===== src/hdl/bcr_pkg.sv =====
// Purpose: shared constants and types for the buck configuration register bank
// Assumes: single 250 MHz clock domain
// Notes: addresses are the I2C register pointer values
package bcr_pkg;

    localparam int NUM_BUCK = 4;
    localparam int OTP_PER_BUCK = 3;
    localparam int NUM_SEQ = 3;

    // i2c target and register pointers
    localparam logic [6:0] I2C_TARGET_ADDR = 7'h3C;
    localparam logic [7:0] BUCK0_SLEW_AND_POWER_MODE_ADDR = 8'h1D;
    localparam logic [7:0] BUCK1_SLEW_AND_POWER_MODE_ADDR = 8'h1E;
    localparam logic [7:0] BUCK2_SLEW_AND_POWER_MODE_ADDR = 8'h1F;
    localparam logic [7:0] BUCK3_SLEW_AND_POWER_MODE_ADDR = 8'h20;
    localparam logic [7:0] UNMAPPED_READ_VALUE = 8'h00;

    // field positions of buck_config_one
    localparam int RAMP_MSB = 7;
    localparam int RAMP_LSB = 6;
    localparam int MODE_MSB = 5;
    localparam int MODE_LSB = 4;
    localparam int OTP_HI_BIT = 5;
    localparam int OTP_MID_BIT = 4;
    localparam int OTP_LO_BIT = 1;

    // reset pattern 01xx_00x0, x filled from otp
    localparam logic [7:0] CFG_RESET_VALUE = 8'h40;

    // sequencer source and power mode codes
    localparam logic [1:0] SEQ_SRC_SOFTWARE = 2'h3;
    localparam logic [1:0] MODE_OFF = 2'h0;
    localparam logic [1:0] MODE_GROUP_LP = 2'h1;
    localparam logic [1:0] MODE_LOW_POWER = 2'h2;
    localparam logic [1:0] MODE_NORMAL = 2'h3;

    // ramp rates in units of 10 uV/us: 13.75, 27.50, 55.00, 100 mV/us
    localparam int RAMP_W = 14;
    localparam logic [RAMP_W-1:0] RAMP_RATE_CODE0 = 14'h055F;
    localparam logic [RAMP_W-1:0] RAMP_RATE_CODE1 = 14'h0ABE;
    localparam logic [RAMP_W-1:0] RAMP_RATE_CODE2 = 14'h157C;
    localparam logic [RAMP_W-1:0] RAMP_RATE_CODE3 = 14'h2710;

    localparam logic [3:0] BITS_PER_BYTE = 4'h8;

    typedef enum logic [2:0] {
        I2C_IDLE  = 3'b000,
        I2C_ADDR  = 3'b001,
        I2C_REG   = 3'b010,
        I2C_WDATA = 3'b011,
        I2C_ACK   = 3'b100,
        I2C_RDATA = 3'b101,
        I2C_MACK  = 3'b110
    } bcr_i2c_state_t;

endpackage : bcr_pkg


===== src/hdl/bcr_i2c_target.sv =====
// Purpose: i2c target front end, register pointer with auto increment
// Assumes: scl and sda inputs synchronous to clk
// Notes: every matching byte is acknowledged, mapping is decided upstream
`timescale 1ns/1ps
`default_nettype none
module bcr_i2c_target
    import bcr_pkg::*;
(
    input wire logic clk,
    input wire logic rst_n,
    input wire logic scl,
    input wire logic sda_i,
    output logic sda_o,
    output logic sda_oe_n,
    output logic [7:0] rd_addr,
    input wire logic [7:0] rd_data,
    output logic wr_stb,
    output logic [7:0] wr_addr,
    output logic [7:0] wr_data
);

    typedef struct packed {
        bcr_i2c_state_t st;
        bcr_i2c_state_t nxt;
        logic [3:0] bitc;
        logic [7:0] sh;
        logic [7:0] ptr;
        logic drv;
        logic scl;
        logic sda;
        logic wr;
        logic [7:0] wr_addr;
        logic [7:0] wr_data;
    } bcr_i2c_regs_t;

    bcr_i2c_regs_t state_q;
    bcr_i2c_regs_t state_d;
    logic rise;
    logic fall;
    logic start_cond;
    logic stop_cond;

    assign rise = scl & ~state_q.scl;
    assign fall = ~scl & state_q.scl;
    assign start_cond = scl & state_q.scl & state_q.sda & ~sda_i;
    assign stop_cond = scl & state_q.scl & ~state_q.sda & sda_i;

    always_comb begin
        state_d = state_q;
        state_d.wr = 1'b0;
        state_d.scl = scl;
        state_d.sda = sda_i;
        case (state_q.st)
            I2C_ADDR, I2C_REG, I2C_WDATA: begin
                if (rise && state_q.bitc != BITS_PER_BYTE) begin
                    state_d.sh = {state_q.sh[6:0], sda_i};
                    state_d.bitc = state_q.bitc + 4'h1;
                end
                if (fall && state_q.bitc == BITS_PER_BYTE) begin
                    state_d.bitc = 4'h0;
                    state_d.st = I2C_ACK;
                    state_d.drv = 1'b1;
                    if (state_q.st == I2C_ADDR) begin
                        state_d.nxt = state_q.sh[0] ? I2C_RDATA : I2C_REG;
                        if (state_q.sh[7:1] != I2C_TARGET_ADDR) begin
                            state_d.st = I2C_IDLE;
                            state_d.drv = 1'b0;
                        end
                    end else if (state_q.st == I2C_REG) begin
                        state_d.ptr = state_q.sh;
                        state_d.nxt = I2C_WDATA;
                    end else begin
                        state_d.wr = 1'b1;
                        state_d.wr_addr = state_q.ptr;
                        state_d.wr_data = state_q.sh;
                        state_d.ptr = state_q.ptr + 8'h01;
                        state_d.nxt = I2C_WDATA;
                    end
                end
            end
            I2C_ACK: begin
                if (fall) begin
                    state_d.drv = 1'b0;
                    state_d.st = state_q.nxt;
                    if (state_q.nxt == I2C_RDATA) begin
                        state_d.sh = rd_data;
                        state_d.ptr = state_q.ptr + 8'h01;
                        state_d.drv = ~rd_data[7];
                    end
                end
            end
            I2C_RDATA: begin
                if (fall) begin
                    if (state_q.bitc == BITS_PER_BYTE - 4'h1) begin
                        state_d.drv = 1'b0;
                        state_d.bitc = 4'h0;
                        state_d.st = I2C_MACK;
                    end else begin
                        state_d.sh = {state_q.sh[6:0], 1'b0};
                        state_d.drv = ~state_q.sh[6];
                        state_d.bitc = state_q.bitc + 4'h1;
                    end
                end
            end
            I2C_MACK: begin
                // master nack ends the read burst
                if (rise) begin
                    state_d.st = sda_i ? I2C_IDLE : I2C_ACK;
                    state_d.nxt = I2C_RDATA;
                end
            end
            default: begin
                state_d.st = state_q.st;
            end
        endcase
        if (start_cond) begin
            state_d.st = I2C_ADDR;
            state_d.bitc = 4'h0;
            state_d.drv = 1'b0;
        end else if (stop_cond) begin
            state_d.st = I2C_IDLE;
            state_d.drv = 1'b0;
        end
    end

    always_ff @(posedge clk or negedge rst_n) begin
        if (!rst_n) begin
            state_q <= '{st: I2C_IDLE, nxt: I2C_IDLE, scl: 1'b1, sda: 1'b1, default: '0};
        end else begin
            state_q <= state_d;
        end
    end

    assign sda_o = 1'b0;
    assign sda_oe_n = ~state_q.drv;
    assign rd_addr = state_q.ptr;
    assign wr_stb = state_q.wr;
    assign wr_addr = state_q.wr_addr;
    assign wr_data = state_q.wr_data;

endmodule : bcr_i2c_target
`default_nettype wire


===== src/hdl/bcr_config_top.sv =====
// Purpose: four buck configuration registers and their power mode decoders
// Assumes: RESETN and SHUTDOWN both act as global shutdown; pins synchronous to CLK
// Notes: otp bits are loaded on the first edge after reset release or with SHUTDOWN
`timescale 1ns/1ps
`default_nettype none

// Contract
// - Global shutdown restores each register to 01xx_00x0 with bits 5, 4 and 1 from otp.
// - Bits 7:6 pick the ramp rate: 13.75, 27.50, 55.00 or 100 mV/us.
// - Bits 5:4 are the power mode, decoded by whether the sequencer source is 0b11 or a sequencer.
// - Software control, mode 00: buck off unless the enable pin overrides buck zero.
// - Software control, mode 01: normal mode when global low power is low, low power when high.
// - Software control, mode 10: always low-power mode.
// - Software control, mode 11: always normal mode.
// - Sequencer control, mode 00: off while the sequencer is inactive, normal while active.
// - Sequencer control, mode 01: off while inactive, otherwise follows global low power.
// - Sequencer control, mode 10: off while inactive, low power while active.
// - Sequencer control, mode 11 acts as mode 00.
// - For buck zero a high second enable pin turns the buck on whatever the mode.
module bcr_config_top
    import bcr_pkg::*;
(
    input wire logic CLK,
    input wire logic RESETN,
    input wire logic SHUTDOWN,
    input wire logic SCL,
    input wire logic SDA_I,
    output logic SDA_O,
    output logic SDA_OE_N,
    input wire logic [bcr_pkg::NUM_BUCK*bcr_pkg::OTP_PER_BUCK-1:0] OTP_BITS,
    input wire logic [2*bcr_pkg::NUM_BUCK-1:0] SEQ_SRC,
    input wire logic [bcr_pkg::NUM_SEQ-1:0] SEQ_ACTIVE,
    input wire logic GLOBAL_LOW_POWER,
    input wire logic SECOND_ENABLE_PIN,
    output logic [bcr_pkg::NUM_BUCK-1:0] BUCK_EN,
    output logic [bcr_pkg::NUM_BUCK-1:0] BUCK_LP,
    output logic [2*bcr_pkg::NUM_BUCK-1:0] BUCK_RAMP_SEL,
    output logic [bcr_pkg::NUM_BUCK*bcr_pkg::RAMP_W-1:0] BUCK_RAMP_RATE
);
    import bcr_pkg::*;

    typedef struct packed {
        logic [NUM_BUCK-1:0][7:0] cfg;
        logic otp_done;
        logic [NUM_BUCK-1:0] en;
        logic [NUM_BUCK-1:0] lp;
        logic [NUM_BUCK-1:0][RAMP_W-1:0] ramp;
    } bcr_bank_t;

    bcr_bank_t state_q;
    bcr_bank_t state_d;
    logic [7:0] rd_addr;
    logic [7:0] rd_data;
    logic wr_stb;
    logic [7:0] wr_addr;
    logic [7:0] wr_data;
    logic load_otp;

    // register pointer to bank index, bit 2 flags a hit
    function automatic logic [2:0] reg_index(input logic [7:0] addr);
        case (addr)
            BUCK0_SLEW_AND_POWER_MODE_ADDR: reg_index = 3'h4;
            BUCK1_SLEW_AND_POWER_MODE_ADDR: reg_index = 3'h5;
            BUCK2_SLEW_AND_POWER_MODE_ADDR: reg_index = 3'h6;
            BUCK3_SLEW_AND_POWER_MODE_ADDR: reg_index = 3'h7;
            default: reg_index = 3'h0;
        endcase
    endfunction : reg_index

    function automatic logic [RAMP_W-1:0] ramp_rate(input logic [1:0] code);
        case (code)
            2'h0: ramp_rate = RAMP_RATE_CODE0;
            2'h1: ramp_rate = RAMP_RATE_CODE1;
            2'h2: ramp_rate = RAMP_RATE_CODE2;
            default: ramp_rate = RAMP_RATE_CODE3;
        endcase
    endfunction : ramp_rate

    // returns {enable, low_power}
    function automatic logic [1:0] power_decode(
        input logic [1:0] src,
        input logic [1:0] mode,
        input logic [NUM_SEQ-1:0] act,
        input logic glp,
        input logic pin
    );
        logic en;
        logic lp;
        en = 1'b0;
        lp = 1'b0;
        if (src == SEQ_SRC_SOFTWARE) begin
            case (mode)
                MODE_OFF: en = 1'b0;
                MODE_GROUP_LP: begin
                    en = 1'b1;
                    lp = glp;
                end
                MODE_LOW_POWER: begin
                    en = 1'b1;
                    lp = 1'b1;
                end
                default: en = 1'b1;
            endcase
        end else if (act[src]) begin
            case (mode)
                MODE_GROUP_LP: begin
                    en = 1'b1;
                    lp = glp;
                end
                MODE_LOW_POWER: begin
                    en = 1'b1;
                    lp = 1'b1;
                end
                default: en = 1'b1;
            endcase
        end
        if (pin && !en) begin
            en = 1'b1;
            lp = 1'b0;
        end
        power_decode = {en, lp};
    endfunction : power_decode

    bcr_i2c_target u_i2c (
        .clk(CLK),
        .rst_n(RESETN),
        .scl(SCL),
        .sda_i(SDA_I),
        .sda_o(SDA_O),
        .sda_oe_n(SDA_OE_N),
        .rd_addr(rd_addr),
        .rd_data(rd_data),
        .wr_stb(wr_stb),
        .wr_addr(wr_addr),
        .wr_data(wr_data)
    );

    assign load_otp = !state_q.otp_done || SHUTDOWN;

    always_comb begin
        logic [2:0] rd_idx;
        rd_idx = reg_index(rd_addr);
        rd_data = rd_idx[2] ? state_q.cfg[rd_idx[1:0]] : UNMAPPED_READ_VALUE;
    end

    always_comb begin
        logic [2:0] wr_idx;
        logic [1:0] dec;
        wr_idx = reg_index(wr_addr);
        dec = 2'h0;
        state_d = state_q;
        if (load_otp) begin
            state_d.otp_done = 1'b1;
            for (int i = 0; i < NUM_BUCK; i++) begin
                state_d.cfg[i] = CFG_RESET_VALUE;
                state_d.cfg[i][OTP_HI_BIT] = OTP_BITS[OTP_PER_BUCK*i+2];
                state_d.cfg[i][OTP_MID_BIT] = OTP_BITS[OTP_PER_BUCK*i+1];
                state_d.cfg[i][OTP_LO_BIT] = OTP_BITS[OTP_PER_BUCK*i];
            end
        end else if (wr_stb && wr_idx[2]) begin
            state_d.cfg[wr_idx[1:0]] = wr_data;
        end
        for (int i = 0; i < NUM_BUCK; i++) begin
            dec = power_decode(SEQ_SRC[2*i+:2], state_q.cfg[i][MODE_MSB:MODE_LSB], SEQ_ACTIVE,
                               GLOBAL_LOW_POWER, (i == 0) && SECOND_ENABLE_PIN);
            state_d.en[i] = dec[1];
            state_d.lp[i] = dec[0];
            state_d.ramp[i] = ramp_rate(state_q.cfg[i][RAMP_MSB:RAMP_LSB]);
        end
    end

    always_ff @(posedge CLK or negedge RESETN) begin
        if (!RESETN) begin
            state_q <= '{cfg: {NUM_BUCK{CFG_RESET_VALUE}}, default: '0};
        end else begin
            state_q <= state_d;
        end
    end

    genvar g;
    generate
        for (g = 0; g < NUM_BUCK; g++) begin : g_out
            assign BUCK_RAMP_SEL[2*g+:2] = state_q.cfg[g][RAMP_MSB:RAMP_LSB];
            assign BUCK_RAMP_RATE[RAMP_W*g+:RAMP_W] = state_q.ramp[g];
        end
    endgenerate

    assign BUCK_EN = state_q.en;
    assign BUCK_LP = state_q.lp;

    // checking helpers for buck one
    logic [1:0] src1;
    logic [1:0] mode1;
    logic seq_act1;
    assign src1 = SEQ_SRC[3:2];
    assign mode1 = state_q.cfg[1][MODE_MSB:MODE_LSB];
    assign seq_act1 = (src1 == SEQ_SRC_SOFTWARE) ? 1'b0 : SEQ_ACTIVE[src1];
endmodule : bcr_config_top
`default_nettype wire


===== config.mk =====
export PLATFORM = sky130hd
export DESIGN_NAME = bcr_config_top
export DESIGN_NICKNAME = d
export VERILOG_FILES = /design/src/hdl/bcr_pkg.sv /design/src/hdl/bcr_i2c_target.sv /design/src/hdl/bcr_config_top.sv
export SDC_FILE = /design/constraint.sdc
export NUM_CORES = 1
export LEC_CHECK = 0
export BUFFER_PORTS_ARGS = -buffer_cell sky130_fd_sc_hd__clkbuf_2
export CAP_MARGIN = 40
export CORE_MARGIN = 2
export CORE_UTILIZATION = 50
export CTS_CLUSTER_SIZE = 8
export DETAILED_ROUTE_END_ITERATION = 16
export HOLD_SLACK_MARGIN = 0.03
export PLACE_DENSITY = 0.75
export SYNTH_ARGS = -nofsm -noshare
export SYNTH_HDL_FRONTEND = slang
export SYNTH_HIERARCHICAL = 1
export SYNTH_SLANG_ARGS = --single-unit

===== constraint.sdc =====
create_clock -name CLK -period 4.2 [get_ports CLK]
set_input_delay 0.21 -clock CLK [delete_from_list [all_inputs] [get_ports CLK]]
set_output_delay 0.21 -clock CLK [all_outputs]
set_load 0.02 [all_outputs]

# Word level (Yosys, flattened, before mapping)
# Index checks and enable logic that the tools add are counted.
# word_totals
latchBits,0
ramBits,0
mem_bits_ro,0
output_inout_bits,74
reg_bits,143
n_memories,0
in_bits,30
# op_classes
order_cmp,7
bitwise,16
mux,86
n_eq_ne,54
mul,0
n_shift,0
n_reduce_logical,31
n_addsub,2
div,0
# ops
cell,n
14-bit case mux with 3 select lines,4
17-bit two-way mux,6
32-bit two-way mux,2
8-bit by 5-bit equality test with 1-bit output (second input constant),6
8-bit two-way mux,6
3-bit case mux with 4 select lines,3
32-bit bitwise mux,1
1-bit two-way mux,32
3-bit two-way mux,10
2-bit equality test (second input constant),12
12-bit two-way mux,2
4-bit by 1-bit != test with 1-bit output (second input constant),6
8-bit case mux with 3 select lines,1
2-bit by 3-bit < comparator with 1-bit output (second input constant),6
8-bit binary-select mux with 2-bit select,1
8-bit demux with 2-bit select,1
2-bit by 1-bit equality test with 1-bit output (second input constant),8
8-bit by 6-bit equality test with 1-bit output (second input constant),2
2-bit zero test,8
8-bit case mux with 2 select lines,1
3-bit equality test (second input constant),4
2-bit by 1-bit != test with 1-bit output (second input constant),6
6-bit AND reduction,2
10-bit two-way mux,1
other kinds (32),65

# Logic depth before layout (Yosys ltp)
# logic_depth
word_depth,11
mapped_depth,10

# Cells and area by module
# Netlist, hierarchy kept.
# modules_own_cells
mod,cells_per_inst,n_inst,seq_area_each_um2,area_per_inst_um2
bcr_config_top,423,1,2057.0,4385.5
bcr_i2c_target,256,1,1153.6,2713.9

# Least setup slack after synthesis
# OpenSTA, ideal clock, no wires.
# synth_timing
path_type,register -> register
from,"register u_i2c.state_q, in the netlist u_i2c/rd_addr[2]"
to,register u_i2c/state_q[19] (netlist bit)
path_stages_with_launch,9
synth_period_minus_slack_ns,1.991
setup_ns,0.127
slack_ns,2.209
arrival_time_ns,1.864
n_path_buf,1
cell_sequence,dfrtp_1 buf_4 or4b_4 nor4_4 nand2_1 o21ai_0 o31ai_1 o21ai_0 mux2i_1
# synth_between
elab_chain_len,11
word_cells_on_any_way,14
classes_between,eq/ne: 4; mux: 9; bitwise: 1
# synth_lines
element,line,text
"start, declared",bcr_i2c_target.sv:36,bcr_i2c_regs_t state_q;
"start signal, assigned",bcr_i2c_target.sv:130,state_q <= state_d;
8-bit by 6-bit equality test with 1-bit output or 8-bit by 5-bit equality test with 1-bit output (tied branches),bcr_config_top.sv:61,case (addr)
3-bit case mux with 4 select lines (*),bcr_config_top.sv:61,
8-bit binary-select mux with 2-bit select,bcr_config_top.sv:143,rd_data = rd_idx[2] ? state_q.cfg[rd_idx[1:0]] : UNMAPPED_READ_VALUE;
8-bit two-way mux (implied by the code),bcr_config_top.sv:143,
8-bit two-way mux (*),bcr_config_top.sv:143,
via rd_data[7],bcr_config_top.sv:53,logic [7:0] rd_data;
1-bit inverter (*),bcr_i2c_target.sv:88,state_d.drv = ~rd_data[7];
17-bit two-way mux (*),bcr_i2c_target.sv:85,if (state_q.nxt == I2C_RDATA) begin
17-bit two-way mux (*),bcr_i2c_target.sv:82,if (fall) begin
1-bit case mux with 3 select lines (*),bcr_i2c_target.sv:53,case (state_q.st)
1-bit two-way mux (*),bcr_i2c_target.sv:120,end else if (stop_cond) begin
1-bit two-way mux (*),bcr_i2c_target.sv:116,if (start_cond) begin
# The timed path passes the listed nets; every way through them passes the cells marked *. The select of a mux whose other input is x is not followed.
# A chain may end at the register's enable or synchronous reset.

# Worst setup path after layout
# layout_timing
from,"register u_i2c.state_q, in the netlist u_i2c/rd_addr[0]"
to,register u_i2c/state_q[19] (netlist bit)
# The elaborated chain is that of the path after synthesis.

==> flow_metrics.tcl <==
set metrics [dict create \
    fill_cells 1164 \
    crit_cells 6 \
    start_util 0.511 \
    crit_slowest_cell "dfrtp_1" \
    num_antenna_cells 0 \
    drt_iter0_markers 402 \
    startpoint_type "flop" \
    whs_ps 50.7 \
    die_h_um 123 \
    most-common-layout-cells "122 x dfrtp_1, 101 x clkbuf_2, 51 x nor2_1" \
    syn_area_per_cell_um2 10.5 \
    rows 43 \
    area_growth_pct 8.60 \
    syn_inst 679 \
    cap_violations 0 \
    fp.coreArea_um2 13900 \
    fin_crit_sh 0.575 \
    criticalPathCategory "reg2reg" \
    clkSinkCount 128 \
    cts_made_buffers 17 \
    endpoint_kind "flop" \
    clock_path_buffers 2 \
    holdPathStages 3 \
    slew_headroom 0.443 \
    dieArea_um2 15200 \
    vias_per_cell 5.52 \
    ant_nets 0 \
    period_needed_ps 2410 \
    path_max_fanout 23 \
    worstPathArrival_ps 2710 \
    synth-seq-cells 128 \
    setup_viol 0 \
    critical-path-top-delay-family "flip-flops" \
    synthArstFlopShare 1.00 \
    crit_buf_inv 0 \
    die_x_um 123 \
    synth_warnings 6 \
    grt_pass1_vias 4761 \
    hold_path.class "in2reg" \
    port_buffers 102 \
    ys.flop_type "dfrtp_1" \
    ir_drop_v 0.000304 \
    wl_per_cell_um 16.4 \
    antenna_found_initial 0 \
    drive_gt1_frac 0.274 \
    grt_pass1_wl_um 23700 \
    dp_hpwl_um 10200 \
    clockRootBuffer "clkbuf_16" \
    crit_top_cell "o21ai_0" \
    timing.fmax_mhz 414 \
    finClkSkew_ps 10.4 \
    power_leakage_nw 3.85 \
    synth_area_um2 7100 \
    top_level_ports 104 \
    worstPathRequired_ps 4500 \
    dpl.cell_count 846 \
    cts_tree "built" \
    synth_cell_types 69 \
    finalMaxSlewViolations 0 \
    track_usage 0.203 \
    final_common_cell "dfrtp_1" \
    clkLatencyLatePin_ps 420 \
    cts_max_level 4 \
    outcome "completed" \
    grt_max_degree 67 \
    postLayoutSetupSlackWorst_ps 1790 \
    nNetsFinal 761 \
    tns_ps 0 \
    dr.pass1.iters 5 \
    finish.utilization 0.555 \
    crit_chain "nor2b_1 -> a22oi_1 -> o21ai_0 -> o31ai_1 -> o21ai_0 -> mux2i_1" \
    clk_pin_slew_ps 60 \
    worst_pin_slew_ps 836 \
    place_ws_ps 1820 \
    pwr_density_cell_nw_per_um2 423 \
    vias 4884 \
    final_cell_count_no_fill 884 \
    synth_enable_flop_cells 0 \
    drc_errors 0 \
    rsz0062_at_grt "no" \
    r2r_cells 6 \
    ys_seq_area_frac 0.452 \
    gr-total-overflow 0 \
    critPathMaxStageDelay_ps 870 \
    gp_congestion 0.867 \
    totalWireLength_um 14500 \
    post_cts_buffers 0 \
    hold_violations 0 \
]
==> worst reg2reg max path, delay by kind of cell (launching register included) <==
kind,cells,cell delay (ps)
AO/OA/AOI/OAI,4,830
flip-flops,1,870
multiplexers,1,90
AND/OR/NAND/NOR,1,520
==> cells by family after synthesis <==
kind of cell,share of synthesized area
DFF,0.452
AOI/OAI and AO/OA,0.118
xor gates and xnor gates,0.00247
buffers and inverters,0.140
and+or+nand+nor,0.128
adders and majority gates,0.0687
other,0.00106
muxes,0.0897
==> metrics by stage <==
| step | cell area [um^2] | power [mW] |
|---|---|---|
| after floorplan | 7100 | 1.64 |
| after global placement | 7020 | 1.73 |
| after detailed placement | 7020 | 1.75 |
| after CTS | 7710 | 3.28 |
| after global routing | 7710 | 3.40 |
| final | 7710 | 3.26 |
==> flip-flops by register name, summed over array words and instances (netlist names), 8 cells and up <==
register / cells
BUCK_RAMP_RATE: 41
u_i2c/state_q: 21
u_i2c/wr_data: 8
u_i2c/rd_addr: 8
BUCK_RAMP_SEL: 8
u_i2c/wr_addr: 8
state_q: 23
==> synth_stat cells (6+ instances only) <==
| cell type | instances | area share |
|---|---|---|
| a22o_1 | 9 | 0.011 |
| mux2_2 | 29 | 0.046 |
| ha_1 | 39 | 0.069 |
| dfstp_2 | 6 | 0.022 |
| a211oi_1 | 7 | 0.0074 |
| o21ai_0 | 20 | 0.014 |
| nor2b_1 | 11 | 0.0097 |
| dfrtp_1 | 122 | 0.43 |
| clkbuf_1 | 9 | 0.0048 |
| buf_4 | 98 | 0.10 |
| nand2_1 | 38 | 0.020 |
| nor3_1 | 6 | 0.0042 |
| inv_1 | 40 | 0.021 |
| o22ai_1 | 7 | 0.0062 |
| nand3_1 | 6 | 0.0042 |
| mux2i_1 | 31 | 0.044 |
| buf_2 | 11 | 0.0078 |
| a21oi_1 | 33 | 0.023 |
| a22oi_1 | 8 | 0.0085 |
| or2_2 | 8 | 0.0070 |
| nor2_1 | 51 | 0.027 |
==> cell type report <==
| class | count | area [um^2] | area share |
|---|---|---|---|
| tap | 180 | 225 | 0.0292 |
| timing repair buffer | 113 | 613 | 0.0795 |
| inverter | 40 | 150 | 0.0195 |
| clock buffer | 22 | 484 | 0.0628 |
| sequential | 128 | 3210 | 0.416 |
| multi-input combinational | 392 | 2900 | 0.376 |
| clock inverter | 9 | 131 | 0.0170 |
==> timing repair <==
item,in CTS,in global routing
hold endpoints to repair,67,0
hold buffers,7,0
resized for setup,0,0
==> where the power goes <==
group	leakage, nW	total [mW]	switching, mW	internal [mW]
clock	0.294	1.51	0.522	0.991
combinational	1.99	0.336	0.177	0.159
sequential	1.57	1.41	0.108	1.30
total	3.85	3.26	0.807	2.45
==> layer usage <==
metal / vias up / share of wire / GRT usage
met4: 0 / 0.018 / 0.0859
met2: 207 / 0.51 / 0.351
li1: 2276 / - / -
met5: - / 0 / 0
met3: 24 / 0.063 / 0.0461
met1: 2377 / 0.41 / 0.243
==> path summary, 6_finish.rpt <==
path | end | slack (ps) | startpoint
max in group asynchronous | BUCK_RAMP_SEL[6] | 2810 | RESETN
worst min register to register | state_q[68] | 530 | state_q[68]
worst max register to register | u_i2c/state_q[19] | 1790 | u_i2c/rd_addr[0]
worst min-delay path | state_q[90] | 50 | OTP_BITS[9]
min in group asynchronous | BUCK_RAMP_RATE[9] | 440 | RESETN
worst max-delay path | u_i2c/state_q[19] | 1790 | u_i2c/rd_addr[0]
Note: power is estimated with default switching activity, not from simulation.
